--- src/core/fsp_pkg.sv ---
// shared constants and types for the flash sector protection block
package fsp_pkg;
	// program memory geometry
	localparam int FSP_FLASH_KB = 60;
	localparam logic [16:0] FSP_TOP = 17'h10000;
	localparam logic [16:0] FSP_SEC0_BASE = 17'h0f000;
	localparam logic [16:0] FSP_SEC1_BASE = 17'h0e000;
	localparam logic [16:0] FSP_KBYTE = 17'h00400;
	localparam int FSP_SEC_KB = 4;
	// sector indices
	localparam logic [1:0] FSP_SEC0 = 2'h0;
	localparam logic [1:0] FSP_SEC1 = 2'h1;
	localparam logic [1:0] FSP_SEC2 = 2'h2;
	// requests from the programming party
	typedef enum logic [1:0] {
		FSP_CMD_PROG = 2'h0,
		FSP_CMD_ERASE_SEC = 2'h1,
		FSP_CMD_ERASE_ALL = 2'h2,
		FSP_CMD_OPT_WR = 2'h3
	} fsp_cmd_t;
	// programming modes
	typedef enum logic [1:0] {
		FSP_MODE_NONE = 2'h0,
		FSP_MODE_TOOL = 2'h1,
		FSP_MODE_ICP = 2'h2,
		FSP_MODE_IAP = 2'h3
	} fsp_mode_t;
	// sequencer states, gray along idle, exec, erase all, option write
	typedef enum logic [1:0] {
		FSP_ST_IDLE = 2'h0,
		FSP_ST_EXEC = 2'h1,
		FSP_ST_WIPE = 2'h3,
		FSP_ST_OPT = 2'h2
	} fsp_state_t;
	// option bit reset value, protection off until the stored option loads
	localparam logic FSP_PROT_RST = 1'h0;
endpackage : fsp_pkg

--- src/core/fsp_sector_map.sv ---
// address to sector decoder for the program memory
`timescale 1ns/100ps
module fsp_sector_map import fsp_pkg::*; #(
	parameter int FLASH_KB = FSP_FLASH_KB
) (
	// byte address
	input wire logic [15:0] addr,
	// decoded sector
	output logic [1:0] sector,
	output logic in_array
);
	localparam logic [16:0] BASE = FSP_TOP - 17'(FLASH_KB) * FSP_KBYTE;

	// sectors 0 and 1 are fixed 4k blocks at the top, sector 2 takes the rest
	always_comb begin
		sector = FSP_SEC2;
		in_array = ({1'b0, addr} >= BASE);
		if ({1'b0, addr} >= FSP_SEC0_BASE) begin
			sector = FSP_SEC0;
		end else if ({1'b0, addr} >= FSP_SEC1_BASE) begin
			sector = FSP_SEC1;
		end
	end
endmodule : fsp_sector_map

--- src/core/fsp_protect.sv ---
// program memory access control: modes, sectors and read-out protection
`timescale 1ns/100ps
module fsp_protect import fsp_pkg::*; #(
	parameter int FLASH_KB = FSP_FLASH_KB
) (
	// clock and reset
	input wire logic clk,
	input wire logic rst_n,
	// mode pins from the board, asynchronous
	input wire logic tool_pin,
	input wire logic icc_pin,
	// in-application enable from the loader
	input wire logic iap_en,
	// stored option bit, valid after reset
	input wire logic nv_prot,
	// request from the programming party
	input wire logic req_valid,
	input wire logic [1:0] req_cmd,
	input wire logic [15:0] req_addr,
	input wire logic [7:0] req_data,
	output logic req_ready,
	output logic req_done,
	output logic req_refused,
	// array macro control
	output logic arr_start,
	output logic [1:0] arr_cmd,
	output logic [1:0] arr_sector,
	output logic [15:0] arr_addr,
	output logic [7:0] arr_data,
	input wire logic arr_done,
	// protection status
	output logic readout_protect_option,
	output logic ext_read_en,
	output logic low_voltage_detector_en
);
	logic rst_meta_q, rst_sync_q;
	logic tool_meta_q, tool_q, icc_meta_q, icc_q;
	logic loaded_q, prot_q, pend_prot_q;
	logic start_q, done_q, refused_q, ready_q, lvd_q, rd_en_q;
	logic [1:0] cmd_q, sec_q;
	logic [15:0] addr_q;
	logic [7:0] data_q;
	fsp_state_t state_q, state_d;
	fsp_mode_t mode;
	logic [1:0] sec;
	logic in_arr, take, allow;
	////////////////////////////////////////////////////////////////////////
	// reset release and pin synchronisers
	always_ff @(posedge clk or negedge rst_n) begin
		if (!rst_n) begin
			rst_meta_q <= 1'b0;
			rst_sync_q <= 1'b0;
		end else begin
			rst_meta_q <= 1'b1;
			rst_sync_q <= rst_meta_q;
		end
	end
	// two flops on each board pin
	always_ff @(posedge clk or negedge rst_sync_q) begin
		if (!rst_sync_q) begin
			tool_meta_q <= 1'b0;
			tool_q <= 1'b0;
			icc_meta_q <= 1'b0;
			icc_q <= 1'b0;
		end else begin
			tool_meta_q <= tool_pin;
			tool_q <= tool_meta_q;
			icc_meta_q <= icc_pin;
			icc_q <= icc_meta_q;
		end
	end

	////////////////////////////////////////////////////////////////////////
	// mode and permission decode
	fsp_sector_map #(.FLASH_KB(FLASH_KB)) u_map (
		.addr(req_addr),
		.sector(sec),
		.in_array(in_arr)
	);
	// in-circuit programming whenever the synchronised icc pin is high and the tool pin is low
	always_comb begin
		if (tool_q) begin
			mode = FSP_MODE_TOOL;
		end else if (icc_q) begin
			mode = FSP_MODE_ICP;
		end else if (iap_en) begin
			mode = FSP_MODE_IAP;
		end else begin
			mode = FSP_MODE_NONE;
		end
	end
	// which requests the current mode and protection state let through
	always_comb begin
		allow = 1'b0;
		case (fsp_cmd_t'(req_cmd))
			FSP_CMD_PROG, FSP_CMD_ERASE_SEC: begin
				allow = in_arr && !prot_q && (mode != FSP_MODE_NONE)
					&& !(mode == FSP_MODE_IAP && sec == FSP_SEC0);
			end
			FSP_CMD_ERASE_ALL: begin
				allow = !prot_q && (mode == FSP_MODE_TOOL || mode == FSP_MODE_ICP);
			end
			FSP_CMD_OPT_WR: begin
				allow = (mode == FSP_MODE_TOOL || mode == FSP_MODE_ICP);
			end
			default: begin
				allow = 1'b0;
			end
		endcase
	end
	assign take = req_valid && ready_q;

	////////////////////////////////////////////////////////////////////////
	// sequencer
	always_comb begin
		state_d = state_q;
		case (state_q)
			FSP_ST_IDLE: begin
				if (take && allow) begin
					if (fsp_cmd_t'(req_cmd) == FSP_CMD_OPT_WR && prot_q && !req_data[0]) begin
						state_d = FSP_ST_WIPE;
					end else begin
						state_d = FSP_ST_EXEC;
					end
				end
			end
			FSP_ST_EXEC: begin
				if (arr_done) begin
					state_d = FSP_ST_IDLE;
				end
			end
			FSP_ST_WIPE: begin
				if (arr_done) begin
					state_d = FSP_ST_OPT;
				end
			end
			FSP_ST_OPT: begin
				if (arr_done) begin
					state_d = FSP_ST_IDLE;
				end
			end
			default: begin
				state_d = FSP_ST_IDLE;
			end
		endcase
	end
	// state register and ready flag
	always_ff @(posedge clk or negedge rst_sync_q) begin
		if (!rst_sync_q) begin
			state_q <= FSP_ST_IDLE;
			ready_q <= 1'b0;
		end else begin
			state_q <= state_d;
			ready_q <= loaded_q && state_d == FSP_ST_IDLE && !(take && allow) && !take;
		end
	end
	// array command issue; a refused request never starts the array
	always_ff @(posedge clk or negedge rst_sync_q) begin
		if (!rst_sync_q) begin
			start_q <= 1'b0;
			cmd_q <= FSP_CMD_PROG;
			sec_q <= FSP_SEC0;
			addr_q <= 16'h0000;
			data_q <= 8'h00;
		end else begin
			start_q <= 1'b0;
			if (state_q == FSP_ST_IDLE && take && allow) begin
				start_q <= 1'b1;
				sec_q <= sec;
				addr_q <= req_addr;
				data_q <= req_data;
				if (state_d == FSP_ST_WIPE) begin
					cmd_q <= FSP_CMD_ERASE_ALL;
				end else begin
					cmd_q <= req_cmd;
				end
			end else if (state_q == FSP_ST_WIPE && arr_done) begin
				start_q <= 1'b1;
				cmd_q <= FSP_CMD_OPT_WR;
			end
		end
	end
	// completion and refusal pulses
	always_ff @(posedge clk or negedge rst_sync_q) begin
		if (!rst_sync_q) begin
			done_q <= 1'b0;
			refused_q <= 1'b0;
		end else begin
			done_q <= arr_done && (state_q == FSP_ST_EXEC || state_q == FSP_ST_OPT);
			refused_q <= state_q == FSP_ST_IDLE && take && !allow;
		end
	end

	////////////////////////////////////////////////////////////////////////
	// option bit and its effects
	always_ff @(posedge clk or negedge rst_sync_q) begin
		if (!rst_sync_q) begin
			loaded_q <= 1'b0;
			prot_q <= FSP_PROT_RST;
			pend_prot_q <= FSP_PROT_RST;
		end else begin
			if (!loaded_q) begin
				loaded_q <= 1'b1;
				prot_q <= nv_prot;
			end
			if (state_q == FSP_ST_IDLE && take && allow) begin
				pend_prot_q <= req_data[0];
			end
			if (arr_done && cmd_q == FSP_CMD_OPT_WR
				&& (state_q == FSP_ST_EXEC || state_q == FSP_ST_OPT)) begin
				prot_q <= pend_prot_q;
			end
		end
	end
	// read path and detector follow protection
	always_ff @(posedge clk or negedge rst_sync_q) begin
		if (!rst_sync_q) begin
			rd_en_q <= 1'b0;
			lvd_q <= 1'b0;
		end else begin
			rd_en_q <= loaded_q && !prot_q;
			lvd_q <= loaded_q && !prot_q;
		end
	end

	assign req_ready = ready_q;
	assign req_done = done_q;
	assign req_refused = refused_q;
	assign arr_start = start_q;
	assign arr_cmd = cmd_q;
	assign arr_sector = sec_q;
	assign arr_addr = addr_q;
	assign arr_data = data_q;
	assign readout_protect_option = prot_q;
	assign ext_read_en = rd_en_q;
	assign low_voltage_detector_en = lvd_q;
endmodule : fsp_protect

--- config.mk ---
export PLATFORM = sky130hd
export DESIGN_NAME = fsp_protect
export DESIGN_NICKNAME = d
export VERILOG_FILES = /design/src/core/fsp_pkg.sv /design/src/core/fsp_sector_map.sv /design/src/core/fsp_protect.sv
export SDC_FILE = /design/constraint.sdc
export NUM_CORES = 1
export LEC_CHECK = 0
export BUFFER_PORTS_ARGS = -buffer_cell sky130_fd_sc_hd__buf_2
export CORE_ASPECT_RATIO = 1.75
export CORE_MARGIN = 4
export CORE_UTILIZATION = 45
export CTS_CLUSTER_DIAMETER = 150
export CTS_CLUSTER_SIZE = 25
export DETAILED_ROUTE_END_ITERATION = 8
export GPL_TIMING_DRIVEN = 1
export PLACE_DENSITY = 0.74
export SKIP_LAST_GASP = 1
export SYNTH_ARGS = -nofsm -noshare
export SYNTH_HDL_FRONTEND = slang
export SYNTH_SLANG_ARGS = --single-unit
export TNS_END_PERCENT = 50
--- constraint.sdc ---
create_clock -name clk -period 2.05 [get_ports clk]
set_input_delay 0.41 -clock clk [delete_from_list [all_inputs] [get_ports clk]]
set_output_delay 0.41 -clock clk [all_outputs]
set_load 0.005 [all_outputs]
==> impl_results.md <==
- Clock sinks: 43
- DRC viols: 0
- Highest cell delay on the worst timing path: 380 ps
- RePlAce Congestion: ~0.83
- Fin Setup TNS: 0 ps
- Largest net degree at the start of global routing: 22
- Layout fillers: about 350
- Via count: 1317
- Commonest non-fill, non-tap cell in the layout: buf_2
- Core ar.: between 4000 and 5000 um^2
- Synth warn: 0
- Crit Path Max Fanout: 7
- Clock Latency Late Sink: 290 ps
- Global-route wire length before repair: between 6000 and 7000 um
- Most frequent cells in the layout: 68 x buf_2, 42 x dfrtp_1, 22 x mux2_4, 8 x nand2_1
- Final cycle utilization of the critical path: a little over nine tenths
- Ant diodes: 0
- Buffers on Ports: 68
- R2R depth: 7
- Overflow after GRT: 0
- Leakage dissipation: between 1 and 1.5 nW
- Post-synthesis cell area: 1910 um^2
- CP Data Required Time: ~2200 ps
- Post-DP Area: 2340 um^2
- Final Total Pwr: roughly 3.1 mW
- Fin nets: 254
- Sequential element share of the synthesized area: ~56%
- Root buf cell: clkbuf_8
- Share of cells above drive strength 1: about 60%
- Setup Crit Path Kind: flop to flop
- Dpl cells: about 250
- Die W: roughly 57 um
- Fin Hold WS: roughly 64 ps
- Fin. Hold Viols: 0
- FFs w/ async S/R, synth: 100%
- Reg2Reg Setup Slack: 30 ps
- Fin cells: between 200 and 300
- Syn Area/Cell: approximately 14 um^2
- Tot GR Track Use: between 10 and 15%
- EDFF count, synth: 0
- Top delay family on crit path: compound AO/OA/AOI/OAI gates
- TritonCTS Buffers: 5
- Crit path arrival time: 2190 ps
- Fin area: approximately 2500 um^2
- Slowest cell on crit path: dfrtp_1
- PwrDens: 1240 nW/um^2
- Syn-to-layout area delta: 32.7%
- CP bufs+invs: 2
- Synth Instances: 132
- Vias/cell: approximately 5
- Maximum vdd drop: around 0.85 mV
- # IOs: ~70
- Area leader, netlist: dfrtp_1
- DIE HEIGHT: between 90 and 100 um
- Final setup violation count: 0
- Util after Layout: around three fifths
- Crit end category: flop
- Routed len/inst: about 15 um
- Dpl ws: -133 ps
- Post-DP HPWL: 2950 um
- Die ar.: 5390 um^2
- Area contributors post-synth: dfrtp_1 56%, mux2_4 17%, ha_1 3.3%
- Max Freq: 0.496 GHz
- Htree depth: 2
- Synth top area share: between 50% and 60%
- Drt pass-1 iters: 4
- Fin worst setup slack: about 34 ps
- Outcome: finished clean
- Final Skew: approximately 6.7 ps
- Final wirelength: between 3000 and 4000 um
- Initial Util: 46.4%
- Crit path time final: around 2000 ps
- Nature of the critical path startpoint: flop
- #FFs+latches synth: 43
- DR iter-0 viols: 21
- Slew Limit Fails: 0
- Ys flop type: dfrtp_1
- Cell Chain, Critical Path: or2_4 > inv_2 > ha_2 > a311oi_4 > o211ai_4 > clkbuf_16 > mux2_4
- Worst r2r src: tool_q
- Vias in the first global route: 1344
- Post-synthesis cell type count: 34
- Max-Cap Viols: 0
- TritonCTS clock tree: done
- CTS clk-pin slew, worst paths: 90 ps
- Row count: 31
- Final ANT Viol Nets: 0
- CTS max path bufs: 2
- FF-to-FF End: arr_addr[12]
- Unrepaired setup endpoints after global routing: true
- Hold Path Class: flop to asynchronous set/reset pin
- Antenna violations before repair: 0
## cells in the mapped netlist, types with 2 or more instances
library cell and n:
dfrtp_1 43, mux2_4 22, inv_1 8, nand2_1 8, ha_1 5, nor2_1 5
a21oi_1 3, buf_6 3, nand3_1 3, a21o_1 2, and2_1 2, buf_4 2
mux2_2 2, mux2i_1 2, nor2b_1 2, o21ai_0 2
## timing repair
action,in CTS,in global routing
buffers inserted,0,2
endpoints found under the hold margin,2,0
hold buffers,1,0
setup endpoints to repair,0,27
resized for setup,0,11
## worst register-to-register path, cell delays in order, from the launching register on
cell	delay (ps)
dfrtp_1	380
or2_4	270
inv_2	50
ha_2	170
a311oi_4	120
o211ai_4	390
clkbuf_16	240
mux2_4	290
## cell type report
cell class | count | area, um^2 | share of cell area [%]
clock buffer | 5 | 68.8 | 2.72
clock inverter | 3 | 25.0 | 0.989
inverter | 8 | 30.0 | 1.19
multi-input combinational | 77 | 795 | 31.4
sequential | 43 | 1080 | 42.6
tap | 49 | 61.3 | 2.42
timing repair buffer | 80 | 474 | 18.7
## report_power, final
| part | internal, mW | switching, mW |
|---|---|---|
| Combinational | 0.748 | 0.480 |
| Sequential | 1.18 | 0.195 |
| Clock | 0.243 | 0.296 |
## logic make-up (layout without fill, tap and decap cells)
kind of cell / after synthesis / after routing / synth area share, %
flops: 43 / 43 / 56.4
simple gates: 28 / 28 / 8.46
buf+inv: 13 / 96 / 4.13
mux: 26 / 26 / 19.5
fa+ha+maj: 5 / 5 / 3.28
other cells: 1 / 2 / 0.197
compound gates: 16 / 16 / 8.00
## sequential cells by signal, summed over array words and instances, names as in the netlist, 2 cells and up
signal	cells
arr_addr	16
arr_data	8
arr_cmd	2
arr_sector	2
state_q	2
## worst max-delay path by stage
stage	startpoint	end	slack [ps]	cells past startpoint
final	tool_q	arr_addr[12]	30	7
after global routing	icc_q	req_ready	-60	9
after CTS	tool_q	arr_addr[1]	0.9	8
after detailed placement	iap_en	arr_addr[1]	-130	10
after global placement	iap_en	arr_addr[5]	-110	10
after floorplan	iap_en	arr_addr[0]	80	7
## routing by layer
| metal | vias up | GRT usage, % | part of all wire, % |
|---|---|---|---|
| li1 | 619 | - | - |
| met1 | 649 | 17.4 | 38 |
| met2 | 43 | 24.7 | 54 |
| met3 | 6 | 4.13 | 6.6 |
| met4 | 0 | 5.42 | 1.3 |
| met5 | - | 0 | 0 |
Power figures use the tool's default switching activity.
